--- config.mk ---
export PLATFORM = sky130hd
export DESIGN_NAME = xma_core
export DESIGN_NICKNAME = d
export VERILOG_FILES = /design/src/hw/xma_pkg.sv /design/src/hw/xma_core.sv
export SDC_FILE = /design/constraint.sdc
export NUM_CORES = 2
export LEC_CHECK = 0
export ABC_CLOCK_PERIOD_IN_PS = 51500
export BUFFER_PORTS_ARGS = -buffer_cell sky130_fd_sc_hd__buf_2
export CELL_PAD_IN_SITES_DETAIL_PLACEMENT = 1
export CELL_PAD_IN_SITES_GLOBAL_PLACEMENT = 2
export CORE_MARGIN = 2
export CORE_UTILIZATION = 27
export CTS_CLUSTER_SIZE = 16
export DETAILED_ROUTE_END_ITERATION = 10
export PLACE_DENSITY = 0.46
export SLEW_MARGIN = 10
export SYNTH_ARGS = -nofsm -noshare
export SYNTH_HDL_FRONTEND = slang
export SYNTH_SLANG_ARGS = --single-unit
--- constraint.sdc ---
create_clock -name sys_clk -period 51.5 [get_ports sys_clk]
set_input_delay 10.3 -clock sys_clk [delete_from_list [all_inputs] [get_ports sys_clk]]
set_output_delay 10.3 -clock sys_clk [all_outputs]
set_load 0.05 [all_outputs]
--- src/hw/xma_pkg.sv ---
// Purpose: shared constants and types for the far-memory alu datapath
// Assumes: 32-bit apb data, one aligned word per register
// Notes:   register offsets are byte addresses
package xma_pkg;

  // ---------------------------------------------------------------
  // register map
  // ---------------------------------------------------------------
  localparam logic [7:0] XMA_OFS_CMD      = 8'h00;
  localparam logic [7:0] XMA_OFS_WORK     = 8'h04;
  localparam logic [7:0] XMA_OFS_STATUS   = 8'h08;
  localparam logic [7:0] XMA_OFS_MEM_ADDR = 8'h0C;
  localparam logic [7:0] XMA_OFS_MEM_DATA = 8'h10;

  // command word fields
  localparam int XMA_CMD_OP_LSB   = 0;
  localparam int XMA_CMD_BIT_LSB  = 5;
  localparam int XMA_CMD_ADDR_LSB = 8;

  // status word fields
  localparam int XMA_ST_BUSY_BIT = 6;
  localparam int XMA_ST_SKIP_BIT = 7;

  // reset values
  localparam logic [7:0] XMA_WORK_RST  = 8'h00;
  localparam logic [5:0] XMA_FLAGS_RST = 6'h00;
  localparam logic [7:0] XMA_ALL_ONES  = 8'hFF;
  localparam logic [7:0] XMA_ZERO      = 8'h00;

  // ---------------------------------------------------------------
  // types
  // ---------------------------------------------------------------
  typedef enum logic [4:0] {
    XMA_FAR_MOVE, XMA_FAR_MOVE_TO_MEMORY, XMA_FAR_BITWISE_OR, XMA_FAR_OR_TO_MEMORY,
    XMA_FAR_ROTATE_LEFT, XMA_FAR_ROTATE_LEFT_TO_WORKING,
    XMA_FAR_ROTATE_LEFT_THROUGH_CARRY, XMA_FAR_ROTATE_LEFT_CARRY_TO_WORKING,
    XMA_FAR_ROTATE_RIGHT, XMA_FAR_ROTATE_RIGHT_TO_WORKING,
    XMA_FAR_ROTATE_RIGHT_THROUGH_CARRY, XMA_FAR_ROTATE_RIGHT_CARRY_TO_WORKING,
    XMA_FAR_SUBTRACT_BORROW, XMA_FAR_SUBTRACT_BORROW_TO_MEMORY,
    XMA_FAR_SUBTRACT, XMA_FAR_SUBTRACT_TO_MEMORY,
    XMA_FAR_DECREMENT_SKIP_ZERO, XMA_FAR_DECREMENT_SKIP_ZERO_TO_WORKING,
    XMA_FAR_INCREMENT_SKIP_ZERO, XMA_FAR_INCREMENT_SKIP_ZERO_TO_WORKING,
    XMA_FAR_SET_ONES, XMA_FAR_SET_BIT, XMA_FAR_SKIP_NONZERO, XMA_FAR_SKIP_BIT_NONZERO,
    XMA_FAR_NIBBLE_EXCHANGE
  } xma_op_t;

  // flag bits, packed msb first: cz sc ov ac z c -> bits 5..0
  typedef struct packed {
    logic chained_zero_flag;
    logic signed_result_flag;
    logic signed_wrap_flag;
    logic nibble_carry_flag;
    logic zero;
    logic carry;
  } xma_flags_t;

  typedef enum logic [1:0] {XMA_IDLE, XMA_EXEC, XMA_DUMMY} xma_state_t;

endpackage

--- src/hw/xma_core.sv ---
// Purpose: executes far-memory single operand and working register instructions
// Assumes: software issues one instruction at a time over apb, memory lives here
// Notes:   a taken skip stretches the instruction by one dummy cycle
//
// How it works
// - full address reaches any memory byte directly
// - far move loads working register, flags untouched
// - move to memory stores working register, no flags
// - or of working and memory, zero only
// - left rotate, bit 7 into bit 0
// - left through carry, bit 7 to carry
// - right rotate, bit 0 into bit 7
// - right through carry, bit 0 to carry
// - working variants leave memory unchanged
// - subtract with borrow updates six flags
// - carry set when result not negative
// - plain subtract, same six flags
// - decrement memory, skip when zero
// - increment memory, skip when zero
// - working variants skip on working result zero
// - taken skip adds one dummy cycle
// - set byte writes all ones
// - set bit forces one bit high
// - skip when memory byte nonzero
// - skip when selected bit nonzero
// - nibble exchange swaps memory halves
`timescale 1ns/100ps
module xma_core
  import xma_pkg::*;
#(
  parameter int ADDR_W = 8
) (
  input  wire logic        sys_clk,
  input  wire logic        rstn,
  input  wire logic        psel,
  input  wire logic        penable,
  input  wire logic        pwrite,
  input  wire logic [7:0]  paddr,
  input  wire logic [31:0] pwdata,
  output logic      [31:0] prdata,
  output logic             pready,
  output logic             pslverr,
  output logic             busy,
  output logic             skip_taken
);

  localparam int DEPTH = 1 << ADDR_W;

  // ---------------------------------------------------------------
  // storage and state
  // ---------------------------------------------------------------
  logic [7:0]        data_mem [DEPTH];
  logic [7:0]        work;
  xma_flags_t        flags;
  xma_state_t        state;
  logic              skip_seen;
  logic [ADDR_W-1:0] mem_ptr;
  xma_op_t           cmd_op;
  logic [2:0]        cmd_bit;
  logic [ADDR_W-1:0] cmd_addr;

  // apb decode
  logic       acc_edge;
  logic       wr_edge;
  logic       map_hit;
  logic       wr_refused;
  logic [7:0] pw8;
  assign acc_edge   = psel && penable && pready;
  assign wr_edge    = acc_edge && pwrite && !pslverr;
  assign pw8        = pwdata[7:0];
  assign map_hit    = (paddr == XMA_OFS_CMD) || (paddr == XMA_OFS_WORK) || (paddr == XMA_OFS_STATUS) ||
                      (paddr == XMA_OFS_MEM_ADDR) || (paddr == XMA_OFS_MEM_DATA);
  // writes during execution would race the datapath, so they are refused
  assign wr_refused = pwrite && (state != XMA_IDLE);

  // ---------------------------------------------------------------
  // apb slave: answer registered at setup, one wait-free access
  // ---------------------------------------------------------------
  always_ff @(posedge sys_clk) begin
    if (!rstn) begin
      pready  <= 1'b0;
      pslverr <= 1'b0;
      prdata  <= 32'h0000_0000;
    end else begin
      pready  <= psel && !penable;
      pslverr <= psel && !penable && (!map_hit || wr_refused);
      prdata  <= 32'h0000_0000;
      if (psel && !penable && !pwrite) begin
        case (paddr)
          XMA_OFS_WORK:     prdata <= {24'h00_0000, work};
          XMA_OFS_STATUS:   prdata <= {24'h00_0000, skip_seen, state != XMA_IDLE, flags};
          XMA_OFS_MEM_ADDR: prdata <= 32'(mem_ptr);
          XMA_OFS_MEM_DATA: prdata <= {24'h00_0000, data_mem[mem_ptr]};
          XMA_OFS_CMD:      prdata <= 32'({cmd_addr, cmd_bit, 5'(cmd_op)});
          default:          prdata <= 32'h0000_0000;
        endcase
      end
    end
  end

  // ---------------------------------------------------------------
  // datapath
  // ---------------------------------------------------------------
  logic [7:0] opnd;
  logic [7:0] next_work;
  logic [7:0] next_mem;
  logic       mem_we;
  logic       work_we;
  xma_flags_t next_flags;
  logic       next_skip;
  logic [8:0] diff;
  logic [4:0] ndiff;
  logic       borrow;
  logic [7:0] res;

  assign opnd = data_mem[cmd_addr];

  always_comb begin
    next_work  = work;
    next_mem   = opnd;
    mem_we     = 1'b0;
    work_we    = 1'b0;
    next_flags = flags;
    next_skip  = 1'b0;
    res        = XMA_ZERO;
    // borrow-in only for the with-borrow forms; carry is an inverted borrow
    borrow     = (cmd_op == XMA_FAR_SUBTRACT_BORROW || cmd_op == XMA_FAR_SUBTRACT_BORROW_TO_MEMORY) ?
                 !flags.carry : 1'b0;
    diff       = {1'b0, work} - {1'b0, opnd} - {8'h00, borrow};
    ndiff      = {1'b0, work[3:0]} - {1'b0, opnd[3:0]} - {4'h0, borrow};
    case (cmd_op)
      XMA_FAR_MOVE: begin
        next_work = opnd;
        work_we   = 1'b1;
      end
      XMA_FAR_MOVE_TO_MEMORY: begin
        next_mem = work;
        mem_we   = 1'b1;
      end
      XMA_FAR_BITWISE_OR, XMA_FAR_OR_TO_MEMORY: begin
        res             = work | opnd;
        next_flags.zero = (res == XMA_ZERO);
        next_work       = res;
        next_mem        = res;
        work_we         = (cmd_op == XMA_FAR_BITWISE_OR);
        mem_we          = (cmd_op == XMA_FAR_OR_TO_MEMORY);
      end
      XMA_FAR_ROTATE_LEFT, XMA_FAR_ROTATE_LEFT_TO_WORKING: begin
        res       = {opnd[6:0], opnd[7]};
        next_work = res;
        next_mem  = res;
        work_we   = (cmd_op == XMA_FAR_ROTATE_LEFT_TO_WORKING);
        mem_we    = (cmd_op == XMA_FAR_ROTATE_LEFT);
      end
      XMA_FAR_ROTATE_LEFT_THROUGH_CARRY, XMA_FAR_ROTATE_LEFT_CARRY_TO_WORKING: begin
        res              = {opnd[6:0], flags.carry};
        next_flags.carry = opnd[7];
        next_work        = res;
        next_mem         = res;
        work_we          = (cmd_op == XMA_FAR_ROTATE_LEFT_CARRY_TO_WORKING);
        mem_we           = (cmd_op == XMA_FAR_ROTATE_LEFT_THROUGH_CARRY);
      end
      XMA_FAR_ROTATE_RIGHT, XMA_FAR_ROTATE_RIGHT_TO_WORKING: begin
        res       = {opnd[0], opnd[7:1]};
        next_work = res;
        next_mem  = res;
        work_we   = (cmd_op == XMA_FAR_ROTATE_RIGHT_TO_WORKING);
        mem_we    = (cmd_op == XMA_FAR_ROTATE_RIGHT);
      end
      XMA_FAR_ROTATE_RIGHT_THROUGH_CARRY, XMA_FAR_ROTATE_RIGHT_CARRY_TO_WORKING: begin
        res              = {flags.carry, opnd[7:1]};
        next_flags.carry = opnd[0];
        next_work        = res;
        next_mem         = res;
        work_we          = (cmd_op == XMA_FAR_ROTATE_RIGHT_CARRY_TO_WORKING);
        mem_we           = (cmd_op == XMA_FAR_ROTATE_RIGHT_THROUGH_CARRY);
      end
      XMA_FAR_SUBTRACT_BORROW, XMA_FAR_SUBTRACT_BORROW_TO_MEMORY,
      XMA_FAR_SUBTRACT, XMA_FAR_SUBTRACT_TO_MEMORY: begin
        res                           = diff[7:0];
        next_flags.carry              = !diff[8];
        next_flags.nibble_carry_flag  = !ndiff[4];
        next_flags.zero               = (res == XMA_ZERO);
        next_flags.signed_wrap_flag   = (work[7] ^ opnd[7]) & (work[7] ^ res[7]);
        next_flags.signed_result_flag = next_flags.signed_wrap_flag ^ res[7];
        // chained zero carries the zero history through multi-byte borrow chains
        next_flags.chained_zero_flag  = (cmd_op == XMA_FAR_SUBTRACT || cmd_op == XMA_FAR_SUBTRACT_TO_MEMORY) ?
                                        (res == XMA_ZERO) : ((res == XMA_ZERO) && flags.chained_zero_flag);
        next_work                     = res;
        next_mem                      = res;
        work_we = (cmd_op == XMA_FAR_SUBTRACT_BORROW || cmd_op == XMA_FAR_SUBTRACT);
        mem_we  = !work_we;
      end
      XMA_FAR_DECREMENT_SKIP_ZERO, XMA_FAR_DECREMENT_SKIP_ZERO_TO_WORKING: begin
        res       = opnd - 8'h01;
        next_skip = (res == XMA_ZERO);
        next_work = res;
        next_mem  = res;
        work_we   = (cmd_op == XMA_FAR_DECREMENT_SKIP_ZERO_TO_WORKING);
        mem_we    = !work_we;
      end
      XMA_FAR_INCREMENT_SKIP_ZERO, XMA_FAR_INCREMENT_SKIP_ZERO_TO_WORKING: begin
        res       = opnd + 8'h01;
        next_skip = (res == XMA_ZERO);
        next_work = res;
        next_mem  = res;
        work_we   = (cmd_op == XMA_FAR_INCREMENT_SKIP_ZERO_TO_WORKING);
        mem_we    = !work_we;
      end
      XMA_FAR_SET_ONES: begin
        next_mem = XMA_ALL_ONES;
        mem_we   = 1'b1;
      end
      XMA_FAR_SET_BIT: begin
        next_mem          = opnd;
        next_mem[cmd_bit] = 1'b1;
        mem_we            = 1'b1;
      end
      XMA_FAR_SKIP_NONZERO:     next_skip = (opnd != XMA_ZERO);
      XMA_FAR_SKIP_BIT_NONZERO: next_skip = opnd[cmd_bit];
      XMA_FAR_NIBBLE_EXCHANGE: begin
        next_mem = {opnd[3:0], opnd[7:4]};
        mem_we   = 1'b1;
      end
      default: begin
        next_skip = 1'b0;
      end
    endcase
  end

  // ---------------------------------------------------------------
  // sequencer: idle, execute, optional dummy cycle
  // ---------------------------------------------------------------
  always_ff @(posedge sys_clk) begin
    if (!rstn) begin
      state      <= XMA_IDLE;
      busy       <= 1'b0;
      skip_taken <= 1'b0;
    end else begin
      skip_taken <= 1'b0;
      case (state)
        XMA_IDLE: begin
          if (wr_edge && paddr == XMA_OFS_CMD) begin
            state <= XMA_EXEC;
            busy  <= 1'b1;
          end
        end
        XMA_EXEC: begin
          if (next_skip) begin
            state      <= XMA_DUMMY;
            skip_taken <= 1'b1;
          end else begin
            state <= XMA_IDLE;
            busy  <= 1'b0;
          end
        end
        XMA_DUMMY: begin
          state <= XMA_IDLE;
          busy  <= 1'b0;
        end
        default: begin
          state <= XMA_IDLE;
          busy  <= 1'b0;
        end
      endcase
    end
  end

  // command latch
  always_ff @(posedge sys_clk) begin
    if (!rstn) begin
      cmd_op   <= XMA_FAR_MOVE;
      cmd_bit  <= 3'h0;
      cmd_addr <= '0;
    end else if (wr_edge && paddr == XMA_OFS_CMD) begin
      cmd_op   <= xma_op_t'(pwdata[XMA_CMD_OP_LSB +: 5]);
      cmd_bit  <= pwdata[XMA_CMD_BIT_LSB +: 3];
      cmd_addr <= pwdata[XMA_CMD_ADDR_LSB +: ADDR_W];
    end
  end

  // working register and flags: software writes only while idle
  always_ff @(posedge sys_clk) begin
    if (!rstn) begin
      work  <= XMA_WORK_RST;
      flags <= xma_flags_t'(XMA_FLAGS_RST);
    end else if (state == XMA_EXEC) begin
      if (work_we) begin
        work <= next_work;
      end
      flags <= next_flags;
    end else if (wr_edge && paddr == XMA_OFS_WORK) begin
      work <= pw8;
    end else if (wr_edge && paddr == XMA_OFS_STATUS) begin
      flags <= xma_flags_t'(pw8[5:0]);
    end
  end

  // sticky skip flag; a new skip wins over a software clear
  always_ff @(posedge sys_clk) begin
    if (!rstn) begin
      skip_seen <= 1'b0;
    end else if (state == XMA_EXEC && next_skip) begin
      skip_seen <= 1'b1;
    end else if (wr_edge && paddr == XMA_OFS_STATUS && pw8[XMA_ST_SKIP_BIT]) begin
      skip_seen <= 1'b0;
    end
  end

  // memory pointer for software access
  always_ff @(posedge sys_clk) begin
    if (!rstn) begin
      mem_ptr <= '0;
    end else if (wr_edge && paddr == XMA_OFS_MEM_ADDR) begin
      mem_ptr <= pwdata[ADDR_W-1:0];
    end
  end

  // data memory has no reset, it models plain ram
  always_ff @(posedge sys_clk) begin
    if (state == XMA_EXEC && mem_we) begin
      data_mem[cmd_addr] <= next_mem;
    end else if (wr_edge && paddr == XMA_OFS_MEM_DATA) begin
      data_mem[mem_ptr] <= pw8;
    end
  end

  logic exec;
  assign exec = (state == XMA_EXEC);
endmodule

### Word level (Yosys, flattened, before mapping)

Memories as Yosys holds them, arrays and structs flattened. A register that Yosys moved wholly into a read port is not among the register bits.
Cells that the tools add are included.

| storage, ports and cells | value |
|---|---|
| bits in latches | 0 |
| memories | 1 |
| ROM bits | 0 |
| memory bits (writable) | 2048 |
| register bits | 77 |
| input port bits | 45 |

Memories:

| name | words | bits a word | rd ports | clocked after memory_dff | wr ports | line | text |
|---|---|---|---|---|---|---|---|
| data_mem | 256 | 8 | 2 | 2 | 1 | xma_core.sv:52 | `logic [7:0] data_mem [DEPTH];` |

| operators by class | value |
|---|---|
| divide/modulo/power cells | 0 |
| $lt $le $gt $ge | 2 |
| eq/ne operators | 37 |
| mux-type cells | 42 |
| shifts and indexed selects | 0 |
| add/sub/neg operators | 6 |
| $mul | 0 |
| reductions and logical operators | 65 |
| bitwise logic cells | 6 |

Operator list:

| kind | count |
|---|---|
| $pmux W8 S12 | 1 |
| $pmux W16 S5 | 1 |
| $mux W8 | 9 |
| $pmux W8 S9 | 1 |
| $eq A5 B5 Y1 const B | 9 |
| $eq A5 B4 Y1 const B | 8 |
| $logic_not A8 Y1 | 5 |
| $eq A5 B3 Y1 const B | 4 |
| $logic_and A1 B1 Y1 | 18 |
| $mux W6 | 3 |
| $pmux W1 S9 | 2 |
| $eq A8 B4 Y1 const B | 2 |
| $or A8 B8 Y8 | 2 |
| $mux W1 | 15 |
| $reduce_or A2 Y1 | 7 |
| $reduce_and A3 Y1 | 4 |
| $eq A5 B2 Y1 const B | 2 |
| $logic_not A1 Y1 | 10 |
| $ne A10 B1 Y1 const B | 1 |
| $sub A8 B8 Y9 | 1 |
| $sub A9 B1 Y9 | 1 |
| $add A8 B1 Y8 const B | 1 |
| $eq A8 B3 Y1 const B | 1 |
| $eq A8 B5 Y1 const B | 1 |
| other kinds (29) | 49 |

### Logic depth before layout (Yosys ltp)

| logic depth | value |
|---|---|
| depth in word-level cells | 10 |
| depth in mapped cells | 32 |
| mapped depth without buffers | 25 |

### Worst setup path before layout

No wires, ideal clock.

| timing path | value |
|---|---|
| path type | input-to-reg |
| start | input paddr[0] |
| end | memory data_mem[0][5], data pin |
| stages on the path | 7 |
| slack | 26.142 ns |
| data arrival time | 23.051 ns |
| buffers on the path | 1 |
| library setup time | 2.307 ns |
| path through | or4_1 nor2_1 nand2_1 nor4b_1 clkbuf_1 nor2_1 a221oi_1 |

| on the way | value |
|---|---|
| word-level cells in the longest chain between the ends | 7 |

Ends and longest elaborated chain:

| element | line | text |
|---|---|---|
| start, declared | xma_core.sv:38 | `input wire logic [7:0] paddr,` |
| $eq A8 B5 Y1 | xma_core.sv:323 | `end else if (wr_edge && paddr == XMA_OFS_MEM_DATA) begin` |
| $logic_and A1 B1 Y1 | xma_core.sv:323 |  |
| $mux W1 | xma_core.sv:323 |  |
| $mux W1 | xma_core.sv:321 | `if (state == XMA_EXEC && mem_we) begin` |
| $mux W1 (not written as such) | xma_core.sv:324 | `data_mem[mem_ptr] <= pw8;` |
| $reduce_or A8 Y1 (no line) | - |  |
| $mux W8 (no line) | - |  |
| end, declared | xma_core.sv:52 |  |

No other way between the ends.

### Final worst setup path

| timing path | value |
|---|---|
| start | input paddr[0] |
| end | memory data_mem[142][5], data pin |

The elaborated chain is that of the path after synthesis.

==> flow_summary.json <==
{
  "setup-tns-final_ns": 0,
  "synth_top_flop_cell": "edfxtp_1",
  "clkTransAtPathRegs_ns": 0.06,
  "drt_iter0_drc": 5189,
  "multiInputGateArea_um2": 35600,
  "async_flop_share_pct": 0,
  "met1_usage_pct": 28.8,
  "yosysSeqAreaShare_pct": 62.6,
  "cp_slowest_cell": "or4b_2",
  "vias": 57300,
  "crit_fanout": 73,
  "syn_area_um2": 101000,
  "htreeDepth": 5,
  "drt-total-wl_um": 394000,
  "hold_class": "flip-flop to flip-flop",
  "leakagePower_uw": 0.0356,
  "crit_required_ns": 52.06,
  "worst_pin_slew_ns": 1.39,
  "path_class": "input port to flip-flop",
  "postLayoutCoreUtil_pct": 31.0,
  "wl_per_cell_um": 36.7,
  "cts_sinks": 2125,
  "clock_latency_ns": 0.91,
  "gr-total-overflow": 0,
  "io_pins": 81,
  "ys_types": 83,
  "cp_num_buf_inv": 3,
  "avgSynthCellArea_um2": 18.4,
  "cp_slowest_stage_delay_ns": 1.12,
  "dpl.hpwl_um": 256000,
  "critical_path.top_delay_family": "simple AND/OR/NAND/NOR gates",
  "maxCapViolCount": 0,
  "ant_nets": 0,
  "yosysWarnings": 0,
  "ys_ff_latch": 2125,
  "cts_setup_buffers": 0,
  "layout-drive-gt1-share_pct": 30.3,
  "cts_hold_buffers": 0,
  "placed_cell_area_um2": 107000,
  "synthCells": 5459,
  "die_area_um2": 378000,
  "hold_viol_final": 0,
  "crit_path_end_kind": "flip-flop",
  "power_density_nw_per_um2": 32.0,
  "period_needed_ns": 14.90,
  "postLayoutCellArea_um2": 115000,
  "grt_pass1_wl_um": 538000,
  "cts_tree": "built",
  "drc": 0,
  "rsz0062_at_grt": "false",
  "cts-root-buf": "clkbuf_16",
  "fin_nets": 5624,
  "cts_resized": 0,
  "crit_arrival_ns": 15.47,
  "relSlewSlack_pct": 6.28,
  "placed_cells_incl_taps": 10300,
  "grt_pass1_vias": 60400,
  "worstSetupStartpoint": "paddr[0]",
  "grtUsageMet3_pct": 2.58,
  "place_congestion": 0.796,
  "antenna_found_initial": 28,
  "status": "completed",
  "ctsLongestPathBuffers": 4,
  "core_um2": 372000,
  "fin_worst_skew_ns": 0.0491,
  "die_h_um": 615,
  "die_x_um": 615,
  "area_growth_pct": 14.6,
  "fillers": 37600,
  "cp-start-kind": "input port",
  "post-route-period-util_pct": 28.9,
  "rows": 224,
  "finalSetupViolations": 0,
  "groute.usage.overall_pct": 20.5,
  "grt_max_degree": 177,
  "busiest_layer": "met2",
  "max_freq_mhz": 67.1,
  "seqCellArea_um2": 63100,
  "hold_ws_ns": 0.510,
  "gr-usage-met2_pct": 33.5,
  "crit_chain": "buf_2, or4_1, nor2_1, nand2_1, or4b_2, nand2_1, a21oi_1, o21ai_0, a21oi_1, a221oi_4, buf_4, buf_4",
  "io_buffers": 48,
  "ir_worst_vdd_v": 0.0000222,
  "synth_edf_count": 2048,
  "start_util_pct": 27.1,
  "viasPerCell": 5.33,
  "final_max_slew_viol_count": 0,
  "fin_cells": 10700,
  "numCtsBuffers": 265,
  "drt_pass1_iterations": 6,
  "worstHoldStart": "flags[3]"
}
==> area by class of cell <==
| cell class | instances | area share [%] |
|---|---|---|
| multi-input combinational | 2866 | 30.9 |
| sequential | 2125 | 54.7 |
| timing repair buffer | 265 | 1.76 |
| tap | 4972 | 5.39 |
| clock buffer | 330 | 6.11 |
| inverter | 30 | 0.0976 |
| antenna | 19 | 0.0412 |
| clock inverter | 140 | 1.03 |
==> cells in the mapped netlist, types with 26 or more instances <==
library cell	number	area, um^2
nand2_1	179	672
inv_1	26	97.6
o21ai_0	29	145
a21oi_1	106	531
nor2b_1	51	319
buf_2	78	390
clkbuf_1	227	852
a22oi_1	278	2090
nor2_1	323	1210
nand3_1	116	581
edfxtp_1	2048	61500
dfxtp_1	77	1540
mux4_2	1028	23200
buf_4	56	420
buf_1	72	270
mux2i_1	368	3680
nand4_1	29	181
a211oi_1	31	233
==> per-layer routing <==
layer / wire [um] / vias to the layer above
met5: 0 / -
met4: 9960 / 0
met3: 17800 / 410
met2: 189000 / 1574
met1: 177000 / 32000
li1: - / 23300
==> worst paths after layout <==
path                            depth (start not counted)  slack, ns          endpoint
worst min-delay path                                    1       0.51          flags[3]
worst max-delay path                                   12      36.60  data_mem[142][5]
worst max register to register                         28      39.78  data_mem[209][3]
worst min register to register                          1       0.51          flags[3]
==> where the power goes <==
part	internal [uW]	switching [uW]	total, uW
Sequential	1860	0.0391	1870
Clock	1060	766	1820
Combinational	1.79	6.39	8.20
==> cells by family after synthesis <==
group                    Yosys count  synth area share [%]
other                              1               0.00373
AO/OA/AOI/OAI                    558                  3.89
adder cells (fa/ha/maj)           26                 0.338
AND/OR/NAND/NOR                  837                  3.89
flip-flops                      2125                  62.6
buffers and inverters            483                  2.26
XOR/XNOR                          20                 0.174
multiplexers                    1409                  26.8
==> placed cells by master, fill, tap and decap left out, types with 29 or more instances in the layout <==
| master | instances |
|---|---|
| nor2b_1 | 40 |
| clkinv_2 | 35 |
| mux4_2 | 1028 |
| a21oi_1 | 104 |
| a22oi_1 | 278 |
| a211oi_1 | 30 |
| edfxtp_1 | 2048 |
| mux2i_1 | 368 |
| buf_2 | 48 |
| nand2_1 | 163 |
| nand3_1 | 116 |
| dfxtp_1 | 66 |
| nor2_1 | 316 |
| buf_4 | 204 |
| nand4_1 | 29 |
| clkbuf_16 | 273 |
| clkbuf_1 | 57 |
| clkinv_1 | 59 |
==> registers in the layout (all words and copies together) (netlist names), 3 cells and up, named ones only <==
name / cells
data_mem: 2048
prdata: 16
cmd_addr: 8
flags: 6
cmd_bit: 3
work: 8
mem_ptr: 8
cmd_op: 5
==> per-stage QoR <==
step	setup slack (ns)	power, uW
floorplan	26.14	1910
global placement	35.76	1910
detailed placement	35.76	1910
CTS	36.73	3740
global route	36.31	3800
finish	36.60	3700
(Power assumes the default switching activity.)
